--- config.mk ---
export PLATFORM = sky130hd
export DESIGN_NAME = dual_motor_pwm_adc_protect
export DESIGN_NICKNAME = d
export VERILOG_FILES = /design/src/core/motor_pwm_pkg.sv /design/src/core/dead_time_phase.sv /design/src/core/dual_motor_pwm_adc_protect.sv
export SDC_FILE = /design/constraint.sdc
export NUM_CORES = 2
export LEC_CHECK = 0
export BUFFER_PORTS_ARGS = -buffer_cell sky130_fd_sc_hd__buf_4
export CAP_MARGIN = 10
export CORE_AREA = 2 2 272 301
export DETAILED_ROUTE_END_ITERATION = 10
export DIE_AREA = 0 0 274 303
export GPL_ROUTABILITY_DRIVEN = 0
export PLACE_DENSITY = 0.76
export SLEW_MARGIN = 30
export SYNTH_ARGS = -nofsm -noshare
export SYNTH_HDL_FRONTEND = slang
export SYNTH_SLANG_ARGS = --single-unit
--- constraint.sdc ---
create_clock -name clk_in -period 19.71 [get_ports clk_in]
set_input_delay 5.913 -clock clk_in [delete_from_list [all_inputs] [get_ports clk_in]]
set_output_delay 5.913 -clock clk_in [all_outputs]
set_load 0.005 [all_outputs]
--- src/core/motor_pwm_pkg.sv ---
// Shared constants for the dual motor PWM block: timing, table and field layout.
// Assumes one 25 MHz system clock; the timer tick is derived from it.
package motor_pwm_pkg;

    localparam int unsigned CLK_HZ       = 25000000;
    localparam int unsigned TIMER_HZ     = 8000000;
    localparam int unsigned CARRIER_HZ   = 8000;
    localparam int unsigned DEAD_NS      = 2000;
    localparam int unsigned OFFSET_NS    = 6000;
    localparam int unsigned LVD_MV       = 2510;

    // Fractional tick generator: TIMER_HZ/CLK_HZ reduced to 8/25
    localparam logic [5:0] TICK_STEP     = 6'h08;
    localparam logic [5:0] TICK_MOD      = 6'h19;

    localparam int unsigned CARRIER_CNT  = TIMER_HZ / CARRIER_HZ;
    localparam int unsigned HALF_CNT     = CARRIER_CNT / 2;
    localparam int unsigned DEAD_TICKS   = (TIMER_HZ / 1000) * DEAD_NS / 1000000;
    localparam int unsigned OFFSET_TICKS = (TIMER_HZ / 1000) * OFFSET_NS / 1000000;

    localparam logic [15:0] CARRIER_W    = 16'(CARRIER_CNT);
    localparam logic [15:0] PEAK_W       = 16'(HALF_CNT);
    localparam logic [7:0]  DEAD_W       = 8'(DEAD_TICKS);
    localparam logic [15:0] OFFSET_W     = 16'(OFFSET_TICKS);

    localparam logic [15:0] ADC_T1       = 16'h0258;
    localparam logic [15:0] ADC_T2       = 16'h1194;

    localparam int unsigned TABLE_LEN    = 360;
    localparam logic [8:0]  TABLE_LAST   = 9'h167;
    localparam logic [8:0]  TABLE_HALF   = 9'h0B4;
    localparam logic [8:0]  PHASE_SHIFT  = 9'h078;

    localparam int unsigned RC_PIN_BIT   = 0;
    localparam int unsigned RC_LVD_BIT   = 1;
    localparam logic [1:0]  RC_RESET_VAL = 2'h0;

    typedef enum logic {ST_IDLE, ST_RUN} run_state_t;

endpackage

--- src/core/dead_time_phase.sv ---
// One complementary phase pair with dead-time insertion.
// Assumes a timer tick pulse in the same clock domain and a synchronous reset.
`timescale 1ns/100ps
module dead_time_phase #(
    parameter logic [7:0] DEAD = motor_pwm_pkg::DEAD_W
) (
    input  wire logic clk_in,
    input  wire logic rstn_in,
    input  wire logic tick_in,
    input  wire logic run_in,
    input  wire logic level_in,
    output logic      hi_out,
    output logic      lo_out
);

    logic       lvl_q, lvl_d;
    logic [7:0] dt_q,  dt_d;
    logic       hi_q,  hi_d;
    logic       lo_q,  lo_d;

    always_comb begin
        lvl_d = lvl_q;
        dt_d  = dt_q;
        hi_d  = 1'b0;
        lo_d  = 1'b0;
        if (!run_in) begin
            // A fresh start also waits one dead time before any side turns on
            dt_d  = DEAD;
            lvl_d = level_in;
        end else if (level_in != lvl_q) begin
            lvl_d = level_in;
            dt_d  = DEAD;
        end else if (dt_q != 8'h00) begin
            if (tick_in) begin
                dt_d = dt_q - 8'h01;
            end
        end else begin
            hi_d = lvl_q;
            lo_d = !lvl_q;
        end
    end

    always_ff @(posedge clk_in) begin
        if (!rstn_in) begin
            lvl_q <= 1'b0;
            dt_q  <= DEAD;
            hi_q  <= 1'b0;
            lo_q  <= 1'b0;
        end else begin
            lvl_q <= lvl_d;
            dt_q  <= dt_d;
            hi_q  <= hi_d;
            lo_q  <= lo_d;
        end
    end

    assign hi_out = hi_q;
    assign lo_out = lo_q;

endmodule // dead_time_phase

--- src/core/dual_motor_pwm_adc_protect.sv ---
// Two three-phase complementary PWM generators with A/D trigger timing,
// output-disable protection, low-voltage reset and reset cause capture.
// Assumes all inputs synchronous to clk_in; the A/D units and power stage are outside.
`timescale 1ns/100ps

// Function
// - Outputs idle after reset until start button; stop button stops output.
// - Carrier 8 kHz, 2 us dead time between phase and complement switching.
// - Motor 1 halves asymmetric, 6 us offset between left and right.
// - Motor 2 three phases, symmetric left and right halves.
// - Three converter units scan groups A and B on separate triggers, group C continuously while running.
// - Unit 0 group A double trigger, results to two data registers.
// - Motor 1 shunt samples triggered at counts 600 and 4500; position tops out at 1000, so the 4500 trigger never fires.
// - Unit 1 group A samples three channels at motor 2 trough.
// - Fault input or comparator detection puts all PWM pins high impedance.
// - Supply below 2.51 V causes a device reset.
// - Cause of the latest reset is kept readable.
// - Period count is timer clock over carrier; half is the peak.
// - Duties stepped through 360-entry table; motor 1 uses a second table.
// - Each phase has a complementary output; six pins per motor.
// - One output per motor toggles every carrier cycle.
// - Conversion status pins and frame sync pulse on start requests.
module dual_motor_pwm_adc_protect #(
    parameter logic [15:0] TRIG_1 = motor_pwm_pkg::ADC_T1,
    parameter logic [15:0] TRIG_2 = motor_pwm_pkg::ADC_T2
) (
    input  wire logic       clk_in,
    input  wire logic       rstn_in,
    input  wire logic       start_button_in,
    input  wire logic       stop_button_in,
    input  wire logic       fault_input_0_n_in,
    input  wire logic       fault_input_4_n_in,
    input  wire logic       comparator_in,
    input  wire logic       supply_low_in,
    input  wire logic [2:0] adc_done_in,
    output logic      [2:0] motor1_phase_out,
    output logic      [2:0] motor1_phase_n_out,
    output logic      [2:0] motor2_phase_out,
    output logic      [2:0] motor2_phase_n_out,
    output logic            pwm_oe_out,
    output logic      [2:0] adc_trig_a_out,
    output logic      [2:0] adc_trig_b_out,
    output logic      [2:0] adc_scan_c_out,
    output logic            adc0_result_sel_out,
    output logic            conv_status_out_0,
    output logic            conv_status_out_1,
    output logic            conv_frame_sync_0,
    output logic            conv_frame_sync_1,
    output logic            cycle_toggle_out_1,
    output logic            cycle_toggle_out_2,
    output logic            comparator_out,
    output logic      [1:0] reset_cause_out,
    output logic            running_out
);

    // Duty for a table slot: a smooth triangle between 1/8 and 7/8 of peak.
    // Computed instead of stored, so the table costs no memory.
    function automatic logic [15:0] duty_of(input logic [8:0] idx);
        logic [8:0]  tri_v;
        logic [31:0] prod;
        tri_v = (idx < motor_pwm_pkg::TABLE_HALF) ? idx : 9'(9'(motor_pwm_pkg::TABLE_LEN) - idx);
        prod  = 32'(tri_v) * 32'(motor_pwm_pkg::PEAK_W - (motor_pwm_pkg::PEAK_W >> 2));
        duty_of = 16'(motor_pwm_pkg::PEAK_W >> 3) + 16'(prod / 32'(motor_pwm_pkg::TABLE_HALF));
    endfunction

    function automatic logic [8:0] idx_add(input logic [8:0] a, input logic [8:0] b);
        logic [9:0] s;
        s = 10'(a) + 10'(b);
        idx_add = (s > 10'(motor_pwm_pkg::TABLE_LAST)) ? 9'(s - 10'(motor_pwm_pkg::TABLE_LEN))
                                                       : 9'(s);
    endfunction

    logic sys_rst_n;
    assign sys_rst_n = rstn_in && !supply_low_in;

    // Reset cause: written during a reset, never cleared by one
    logic [1:0] cause_q, cause_d;
    always_comb begin
        cause_d = cause_q;
        if (!rstn_in) begin
            cause_d = 2'h0;
            cause_d[motor_pwm_pkg::RC_PIN_BIT] = 1'b1;
        end else if (supply_low_in) begin
            cause_d = 2'h0;
            cause_d[motor_pwm_pkg::RC_LVD_BIT] = 1'b1;
        end
    end
    always_ff @(posedge clk_in) begin
        cause_q <= cause_d;
    end

    // Timer tick generator at TIMER_HZ
    logic [5:0] acc_q, acc_d;
    logic       tick_q, tick_d;
    always_comb begin
        acc_d  = acc_q + motor_pwm_pkg::TICK_STEP;
        tick_d = 1'b0;
        if (acc_d >= motor_pwm_pkg::TICK_MOD) begin
            acc_d  = acc_d - motor_pwm_pkg::TICK_MOD;
            tick_d = 1'b1;
        end
    end

    // Start / stop and protection
    motor_pwm_pkg::run_state_t st_q, st_d;
    logic hiz_q, hiz_d;
    logic f0_q, f4_q;
    logic oe_q, oe_d;
    logic cmp_q;
    always_comb begin
        st_d = st_q;
        case (st_q)
            motor_pwm_pkg::ST_IDLE: if (start_button_in && !stop_button_in) begin
                st_d = motor_pwm_pkg::ST_RUN;
            end
            motor_pwm_pkg::ST_RUN: if (stop_button_in) begin
                st_d = motor_pwm_pkg::ST_IDLE;
            end
            default: st_d = motor_pwm_pkg::ST_IDLE;
        endcase
        hiz_d = hiz_q;
        if (start_button_in && fault_input_0_n_in && fault_input_4_n_in && !comparator_in) begin
            hiz_d = 1'b0;
        end
        // Set wins over the release by the start button
        if ((f0_q && !fault_input_0_n_in) || (f4_q && !fault_input_4_n_in) || comparator_in) begin
            hiz_d = 1'b1;
        end
        oe_d = !hiz_d;
    end

    logic run;
    assign run = (st_q == motor_pwm_pkg::ST_RUN);

    // Up/down carrier counters, index 0 is motor 1, index 1 is motor 2
    logic [15:0] cnt_q    [2];
    logic [15:0] cnt_d    [2];
    logic [1:0]  up_q, up_d;
    logic [1:0]  peak_q, peak_d;
    logic [1:0]  trough_q, trough_d;
    logic [1:0]  tgl_q, tgl_d;
    logic        chg_q;
    always_comb begin
        for (int m = 0; m < 2; m++) begin
            cnt_d[m]    = cnt_q[m];
            up_d[m]     = up_q[m];
            peak_d[m]   = 1'b0;
            trough_d[m] = 1'b0;
            tgl_d[m]    = tgl_q[m];
            if (!run) begin
                cnt_d[m] = 16'h0000;
                up_d[m]  = 1'b1;
            end else if (tick_q) begin
                if (up_q[m]) begin
                    if (cnt_q[m] == motor_pwm_pkg::PEAK_W) begin
                        up_d[m]   = 1'b0;
                        cnt_d[m]  = cnt_q[m] - 16'h0001;
                        peak_d[m] = 1'b1;
                    end else begin
                        cnt_d[m] = cnt_q[m] + 16'h0001;
                    end
                end else if (cnt_q[m] == 16'h0000) begin
                    up_d[m]     = 1'b1;
                    cnt_d[m]    = 16'h0001;
                    trough_d[m] = 1'b1;
                    tgl_d[m]    = !tgl_q[m];
                end else begin
                    cnt_d[m] = cnt_q[m] - 16'h0001;
                end
            end
        end
    end

    // Compare values, reloaded at each trough from the duty table
    logic [8:0]  idx_q [2];
    logic [8:0]  idx_d [2];
    logic [15:0] cup_q [2][3];
    logic [15:0] cup_d [2][3];
    logic [15:0] cdn_q [2][3];
    logic [15:0] cdn_d [2][3];
    logic [2:0]  lvl   [2];
    always_comb begin
        for (int m = 0; m < 2; m++) begin
            idx_d[m] = idx_q[m];
            if (!run) begin
                idx_d[m] = 9'h000;
            end else if (trough_q[m]) begin
                idx_d[m] = idx_add(idx_q[m], 9'h001);
            end
            for (int p = 0; p < 3; p++) begin
                logic [15:0] base;
                logic [16:0] late;
                base = duty_of(idx_add(idx_q[m], 9'(PHASE_OF(p))));
                late = 17'(base) + 17'(motor_pwm_pkg::OFFSET_W);
                cup_d[m][p] = cup_q[m][p];
                cdn_d[m][p] = cdn_q[m][p];
                if (trough_q[m] || !run) begin
                    cup_d[m][p] = base;
                    if (m == 0) begin
                        // Second table shifts the falling half by the offset
                        cdn_d[m][p] = (late > 17'(motor_pwm_pkg::PEAK_W))
                                      ? motor_pwm_pkg::PEAK_W : 16'(late);
                    end else begin
                        cdn_d[m][p] = base;
                    end
                end
                lvl[m][p] = up_q[m] ? (cnt_q[m] >= cup_q[m][p]) : (cnt_q[m] >= cdn_q[m][p]);
            end
        end
    end

    function automatic int PHASE_OF(input int p);
        PHASE_OF = p * int'(motor_pwm_pkg::PHASE_SHIFT);
    endfunction

    // A/D trigger timing
    logic [15:0] pos1;
    logic        hit1, hit2;
    logic [2:0]  ta_q, ta_d, tb_q, tb_d, sc_q, sc_d, busy_q, busy_d;
    logic        sel_q, sel_d, fs0_q, fs0_d, fs1_q, fs1_d;
    always_comb begin
        // Position within the whole period, rising then falling half
        pos1 = up_q[0] ? cnt_q[0] : (motor_pwm_pkg::CARRIER_W - cnt_q[0]);
        hit1 = run && chg_q && (pos1 == TRIG_1);
        hit2 = run && chg_q && (pos1 == TRIG_2);
        ta_d[0] = hit1 || hit2;
        ta_d[1] = trough_q[1];
        ta_d[2] = peak_q[0];
        tb_d[0] = peak_q[0];
        tb_d[1] = peak_q[1];
        tb_d[2] = peak_q[1];
        sc_d    = {3{run}};
        sel_d   = sel_q;
        if (hit1) begin
            sel_d = 1'b0;
        end else if (hit2) begin
            sel_d = 1'b1;
        end
        fs0_d = hit2;
        fs1_d = trough_q[1];
        for (int u = 0; u < 3; u++) begin
            busy_d[u] = busy_q[u];
            if (adc_done_in[u]) begin
                busy_d[u] = 1'b0;
            end
            if (ta_d[u] || tb_d[u]) begin
                busy_d[u] = 1'b1;
            end
        end
    end

    always_ff @(posedge clk_in) begin
        if (!sys_rst_n) begin
            acc_q    <= 6'h00;
            tick_q   <= 1'b0;
            chg_q    <= 1'b0;
            st_q     <= motor_pwm_pkg::ST_IDLE;
            hiz_q    <= 1'b0;
            oe_q     <= 1'b1;
            f0_q     <= 1'b1;
            f4_q     <= 1'b1;
            cmp_q    <= 1'b0;
            up_q     <= 2'h3;
            peak_q   <= 2'h0;
            trough_q <= 2'h0;
            tgl_q    <= 2'h0;
            ta_q     <= 3'h0;
            tb_q     <= 3'h0;
            sc_q     <= 3'h0;
            busy_q   <= 3'h0;
            sel_q    <= 1'b0;
            fs0_q    <= 1'b0;
            fs1_q    <= 1'b0;
            for (int m = 0; m < 2; m++) begin
                cnt_q[m] <= 16'h0000;
                idx_q[m] <= 9'h000;
                for (int p = 0; p < 3; p++) begin
                    cup_q[m][p] <= motor_pwm_pkg::PEAK_W;
                    cdn_q[m][p] <= motor_pwm_pkg::PEAK_W;
                end
            end
        end else begin
            acc_q    <= acc_d;
            tick_q   <= tick_d;
            chg_q    <= tick_q;
            st_q     <= st_d;
            hiz_q    <= hiz_d;
            oe_q     <= oe_d;
            f0_q     <= fault_input_0_n_in;
            f4_q     <= fault_input_4_n_in;
            cmp_q    <= comparator_in;
            up_q     <= up_d;
            peak_q   <= peak_d;
            trough_q <= trough_d;
            tgl_q    <= tgl_d;
            ta_q     <= ta_d;
            tb_q     <= tb_d;
            sc_q     <= sc_d;
            busy_q   <= busy_d;
            sel_q    <= sel_d;
            fs0_q    <= fs0_d;
            fs1_q    <= fs1_d;
            cnt_q    <= cnt_d;
            idx_q    <= idx_d;
            cup_q    <= cup_d;
            cdn_q    <= cdn_d;
        end
    end

    for (genvar m = 0; m < 2; m++) begin : g_motor
        for (genvar p = 0; p < 3; p++) begin : g_phase
            logic hi, lo;
            dead_time_phase #(
                .DEAD     (motor_pwm_pkg::DEAD_W)
            ) u_phase (
                .clk_in   (clk_in),
                .rstn_in  (sys_rst_n),
                .tick_in  (tick_q),
                .run_in   (run),
                .level_in (lvl[m][p]),
                .hi_out   (hi),
                .lo_out   (lo)
            );
            if (m == 0) begin : g_m1
                assign motor1_phase_out[p]   = hi;
                assign motor1_phase_n_out[p] = lo;
            end else begin : g_m2
                assign motor2_phase_out[p]   = hi;
                assign motor2_phase_n_out[p] = lo;
            end
        end
    end

    assign pwm_oe_out          = oe_q;
    assign adc_trig_a_out      = ta_q;
    assign adc_trig_b_out      = tb_q;
    assign adc_scan_c_out      = sc_q;
    assign adc0_result_sel_out = sel_q;
    assign conv_status_out_0   = busy_q[0];
    assign conv_status_out_1   = busy_q[1];
    assign conv_frame_sync_0   = fs0_q;
    assign conv_frame_sync_1   = fs1_q;
    assign cycle_toggle_out_1  = tgl_q[0];
    assign cycle_toggle_out_2  = tgl_q[1];
    assign comparator_out      = cmp_q;
    assign reset_cause_out     = cause_q;
    assign running_out         = run;

endmodule // dual_motor_pwm_adc_protect

-- Yosys cells after proc, flatten, opt, wreduce, memory -nomap -nowiden
Index checks and enable logic that the tools add are counted.
- magnitude comparators: 27
- div/mod/pow operators: 6
- equal/unequal tests: 16
- add/sub/neg operators: 42
- muxes and demuxes: 58
- bitwise logic cells: 5
- $mul: 6
- reductions and logical operators: 68
- operator list (kind ; count):
    $div 18x8->32 const B ; 6
    $mux 16 ; 10
    $ge 16x16->1 ; 9
    $mux 9 ; 14
    $mul 9x9->18 const B ; 6
    $add 6x16->16 const A ; 6
    $sub 9x9->9 const B ; 8
    $gt 10x9->1 const B ; 6
    $lt 9x8->1 const B ; 6
    $sub 9x9->9 const A ; 6
    $add 16x6->17 const B ; 3
    $gt 17x9->1 const B ; 3
    $reduce_bool 8->1 ; 6
    $sub 8x1->8 const B ; 6
    $add 16x1->16 const B ; 2
    $eq 16x9->1 const B ; 2
    $logic_not 16->1 ; 2
    $mux 1 ; 32
    $reduce_or 4->1 ; 8
    $sub 16x1->16 const B ; 2
    $add 9x1->10 const B ; 2
    $add 9x7->10 const B ; 2
    $add 9x8->10 const B ; 2
    $gt 9x9->1 const B ; 2
    19 further kinds ; 77
- register bits after elaboration: 295

-- Longest topological paths before layout
- word-level depth: 11
- mapped depth: 78
- depth with buffers taken out: 70

-- By module
Synthesis repeated with hierarchy kept, for this count alone.
- cell total of the unflattened synthesis: 6210
- area, all modules: 45855.2 µm²
- by module, submodules not included (module ; cells an instance ; area an instance (µm²) ; sequential area each (µm²) ; instances):
    dual_motor_pwm_adc_protect ; 5862 ; 42679.7 ; 3883.7 ; 1
    dead_time_phase ; 58 ; 529.3 ; 220.2 ; 6

-- Worst setup path after synthesis
Ideal clock, no wire load.
- path kind: reg2reg
- start point: reg idx_q[14] (netlist bit)
- end point: reg cdn_q[64] (netlist bit)
- stages on the path, launching flop included: 72
- setup slack: 3549 ps
- buffers on the path: 3
- arrival time: 16088 ps
- setup time: 73 ps
- clock period less this slack: 16161 ps
- required time: 19637 ps
- cells stage by stage: dfxtp_1 -> clkbuf_1 -> inv_1 -> ha_1 -> xnor2_1 -> o22ai_1 -> nand2_1 -> a21oi_1 -> o21a_1 -> nand2_1 -> xnor2_1 -> a21oi_1 -> xnor2_1 -> o21ai_0 -> and2_1 -> clkbuf_1 -> nor2_1 -> mux2i_1 -> [... 36 more ...] -> nor4_1 -> a2111o_1 -> o2bb2ai_2 -> nand2_1 -> a21o_1 -> inv_1 -> ha_1 -> nor3b_1 -> xor2_1 -> nor2b_1 -> nand2_1 -> a21oi_1 -> or3_1 -> nor4b_2 -> mux2i_1 -> a21oi_1 -> nand3b_1 -> nor3_2
- word-level cells in the longest chain between the ends: 11
- elaborated cells between the ends (all ways): 13
- classes of those cells: add/sub: 5; mul: 1; div: 1; order compare: 3; mux: 3
- RTL lines (element ; RTL line ; source):
    from (decl) ; dual_motor_pwm_adc_protect.sv:175 ; logic [8:0] idx_q [2];
    from (signal assigned) ; dual_motor_pwm_adc_protect.sv:304 ; idx_q <= idx_d;
    $add 9x7->10 * ; dual_motor_pwm_adc_protect.sv:68 ; s = 10'(a) + 10'(b);
    $sub 9x9->9 / $gt 10x9->1 (equally long branches) ; dual_motor_pwm_adc_protect.sv:69 ; idx_add = (s > 10'(motor_pwm_pkg::TABLE_LAST)) ? 9'(s - 10'(motor_pwm_pkg::TABLE_LEN))
    $mux 9 * ; dual_motor_pwm_adc_protect.sv:69 ;
    $sub 9x9->9 / $lt 9x8->1 (equally long branches) ; dual_motor_pwm_adc_protect.sv:61 ; tri_v = (idx < motor_pwm_pkg::TABLE_HALF) ? idx : 9'(9'(motor_pwm_pkg::TABLE_LEN) - idx);
    $mux 9 * ; dual_motor_pwm_adc_protect.sv:61 ;
    $mul 9x9->18 * ; dual_motor_pwm_adc_protect.sv:62 ; prod = 32'(tri_v) * 32'(motor_pwm_pkg::PEAK_W - (motor_pwm_pkg::PEAK_W >> 2));
    $div 18x8->32 * ; dual_motor_pwm_adc_protect.sv:63 ; duty_of = 16'(motor_pwm_pkg::PEAK_W >> 3) + 16'(prod / 32'(motor_pwm_pkg::TABLE_HALF));
    $add 6x16->16 * ; dual_motor_pwm_adc_protect.sv:63 ;
    $add 16x6->17 * ; dual_motor_pwm_adc_protect.sv:194 ; late = 17'(base) + 17'(motor_pwm_pkg::OFFSET_W);
    $gt 17x9->1 ; dual_motor_pwm_adc_protect.sv:201 ; cdn_d[m][p] = (late > 17'(motor_pwm_pkg::PEAK_W))
    $mux 16 * ; dual_motor_pwm_adc_protect.sv:202 ; ? motor_pwm_pkg::PEAK_W : 16'(late);
    to (signal, indexed assignment) ; dual_motor_pwm_adc_protect.sv:279 ; cdn_q[m][p] <= motor_pwm_pkg::PEAK_W;
    to (signal assigned) ; dual_motor_pwm_adc_protect.sv:306 ; cdn_q <= cdn_d;
    to (decl) ; dual_motor_pwm_adc_protect.sv:179 ; logic [15:0] cdn_q [2][3];
Every way passes the cells marked *; elsewhere a longest branch is shown, timed or not.
A chain may end at the register's enable or synchronous reset.

-- Worst setup path after layout
- start point: reg idx_q[13] (netlist bit)
- end point: reg cdn_q[70] (netlist bit)
The elaborated chain is that of the path after synthesis.

==> flow_summary.toml <==
[worst_setup_path]
crit_start = "idx_q[13]"
cp_slowest_cell = "a2111oi_1"
cp-end-kind = "register"
crit_type = "reg2reg"
cp.required_ps = 20150
critical_path.max_stage_delay_ps = 600
timing.rr.start = "idx_q[13]"
worstPathArrival_ps = 18830
critPathMaxFanout = 14
worstSetupStartpointType = "register"

[detailed_routing]
drtIter0Drc = 3127
wirelength_um = 121000
vias = 46474
via_per_inst = 6.33
post_drt_wl_per_cell_um = 16.5
drc = 0
dr.pass1.iters = 6
ant_nets = 0

[clocking]
cts_tree = "done"
clock_path_buffers = 3
htreeDepth = 1
clk_pin_slew_ps = 60
clk_latency_ps = 590
post_cts_buffers = 0
clock-sinks = 260
numCtsBuffers = 29
cts-root-buf = "clkbuf_16"

[sta]
post-route-period-util_pct = 93.3
setup_viol_count_final = 0
period_needed_ps = 18390
fin_setup_tns_ps = 0
fmax_ghz = 0.0544
worst_pin_slew_ps = 963
clock_skew_ps = 25.3
rsz0062_at_grt = "false"
fin_ws_ps = 1320
finalMaxSlewViolations = 0
timing.slew.headroom_pct = 35.3
hold_viol = 0

[power_and_ir_drop]
p_switching_uw = 261
ir_drop_uv = 62.4
power_leakage_nw = 21.3
pwr-share-seq_pct = 45.1
p_per_area_nw_per_um2 = 23.8
p_int_uw = 925
combPwrFrac_pct = 2.7
clockPowerShare_pct = 52.2
sw_frac_of_total_pct = 22.0

[finish]
nNetsFinal = 6925
num_antenna_cells = 0
synthToLayoutAreaGrowth_pct = 4.70
fill_cells = 7201
multi_input_area_um2 = 39000
layout-drive-gt1-share_pct = 7.45
seq_area_um2 = 5210

[run]
max_cap_viol_count = 0

[status]
status = "complete, no violations"

[synth]
synth_edf_count = 0
synthFlopType = "dfxtp_1"
syn_area_per_cell_um2 = 7.44
netlist_area_um2 = 47500
yosysWarningCount = 0
ys_seq_elements = 260
syn_inst = 6387
syn-num-nets = 7043
yosysSeqAreaShare_pct = 11.0
yosysUniqueCellTypes = 150
async_reset_ff_share_pct = 0

[floorplanning]
chipHeight_um = 303
pin_count = 44
fp.dieW_um = 274
core_um2 = 79900
die_area_um2 = 83000
std_cell_rows = 109
initial_core_util_pct = 59.5

[grt]
antenna_found_initial = 1
grt_max_degree = 61
grt_pass1_wl_um = 203000
grt-ovfl-total = 0
grt_pass1_vias = 43520
gr-usage-all-layers_pct = 28.1

[min_path]
hold_class = "reg2reg"
min-delay-start = "g_motor[0].g_phase[1].u_phase.lvl_q"

[placed_design]
dp_hpwl_um = 93800
io_buffer_count = 42
dp_slack_ps = 387
==> cells in the mapped netlist, drive strengths merged (42+ instances only) <==
cell | instances | share of area, %
nand2b | 97 | 1.3
clkbuf | 156 | 1.2
xor2 | 118 | 2.2
ha | 458 | 12
and3 | 60 | 0.79
or3 | 69 | 0.93
nor2 | 581 | 4.6
o31ai | 61 | 1.1
xnor2 | 300 | 5.7
buf | 92 | 1.1
nand2 | 509 | 4.0
a21o | 84 | 1.3
and2 | 56 | 0.75
a211o | 44 | 0.81
fa | 187 | 7.9
a31oi | 96 | 1.3
a211oi | 105 | 1.8
inv | 631 | 5.0
nand4 | 67 | 0.88
nor2b | 70 | 0.94
nor3 | 229 | 2.5
o21a | 60 | 0.95
mux2i | 70 | 1.5
nor4 | 75 | 1.2
o21ai | 391 | 4.2
o22ai | 42 | 0.61
o211ai | 112 | 1.9
or2 | 70 | 0.92
dfxtp | 260 | 11
a21oi | 411 | 4.5
nand3 | 164 | 1.7
==> stage by stage <==
step                util [%]  cells  hold WS (ps)  cell area [µm²]  total power [mW]
floorplan                  -   6387           399            47500             0.566
global placement        60.7   7292           406            48500             0.577
detailed placement      60.7   7292           413            48500             0.578
CTS                     62.1   7346           422            49600              1.20
global route            62.3   7346           444            49800              1.22
finish                  62.3   7346           423            49800              1.19
==> cell families after synthesis <==
group                    Yosys count  synth area share, %
AO/OA/AOI/OAI                   1893                 28.4
XOR/XNOR                         418                 7.86
adder cells (fa/ha/maj)          664                 20.3
buffers and inverters            881                 7.31
flip-flops                       260                 11.0
multiplexers                     112                 2.54
AND/OR/NAND/NOR                 2159                 22.6
==> path summary, 6_finish.rpt <==
kind,slack [ps],depth (start not counted),to
hold / removal,420,1,g_motor[0].g_phase[1].u_phase.lo_out
hold reg to reg,420,1,g_motor[0].g_phase[1].u_phase.lo_out
setup reg to reg,1320,69,cdn_q[70]
setup / recovery,1320,69,cdn_q[70]
==> per-layer routing <==
| metal | GRT usage (%) | vias up | part of all wire (%) |
|---|---|---|---|
| met5 | 0 | - | 0.011 |
| met4 | 9.36 | 2 | 3.3 |
| met3 | 1.81 | 252 | 3.7 |
| met2 | 52.5 | 1299 | 51 |
| met1 | 33.9 | 21948 | 42 |
| li1 | - | 22973 | - |
==> layout make-up <==
| class | instances | share of cell area [%] |
|---|---|---|
| Inverter | 633 | 4.78 |
| Multi-Input combinational cell | 5246 | 78.4 |
| Clock inverter | 16 | 0.573 |
| Clock buffer | 38 | 1.63 |
| Timing Repair Buffer | 99 | 1.49 |
| Tap cell | 1054 | 2.65 |
| Sequential cell | 260 | 10.5 |
==> timing repair <==
item | CTS | global route
endpoints found under the setup margin | 0 | 22
hold buffers | 0 | 0
resized for setup | 0 | 22
==> layout by cell type (no fill, tap or decap), types with 47 or more instances in the layout <==
cell,instances
buf_4,99
nor2b_1,66
inv_1,630
fa_1,187
nor2_1,576
xnor2_1,288
nand3_1,164
o211ai_1,102
or2_2,60
nor3_1,220
o21ai_0,333
a21oi_1,394
a21o_1,83
ha_1,458
dfxtp_1,259
nand2b_1,94
or3_1,67
xor2_1,113
nand4_1,67
nand2_1,507
o31ai_1,49
o21ai_1,47
nor4_1,66
a211oi_1,92
and3_1,60
o21a_1,60
and2_1,49
mux2i_1,65
a31oi_1,90
==> state kept, by name, summed over array words and instances, names as in the netlist, 6 cells and up <==
signal / flops
cdn_q: 75
g_motor.g_phase.u_phase.dt_q: 48
cup_q: 36
cnt_q: 32
idx_q: 18
acc_q: 6
g_motor.g_phase.u_phase.hi_out: 6
g_motor.g_phase.u_phase.lo_out: 6
g_motor.g_phase.u_phase.lvl_q: 6
==> critical path, delay by kind of cell, from the launching register on <==
family | cells | cell delay, ps
muxes | 3 | 940
AOI/OAI and AO/OA | 20 | 4950
DFF | 1 | 470
buffers and inverters | 8 | 900
and+or+nand+nor | 22 | 6190
xor gates and xnor gates | 9 | 2070
adders and majority gates | 7 | 2660
==> power by group through the flow <==
| stage | sequential (mW) | clock (mW) | combinational (mW) |
|---|---|---|---|
| floorplan | 0.546 | 0 | 0.0203 |
| CTS | 0.535 | 0.629 | 0.0320 |
| detailed placement | 0.546 | 0 | 0.0317 |
| global placement | 0.546 | 0 | 0.0308 |
| global route | 0.535 | 0.647 | 0.0357 |
| finish | 0.535 | 0.619 | 0.0320 |
Note: power is estimated with default switching activity, not from simulation.
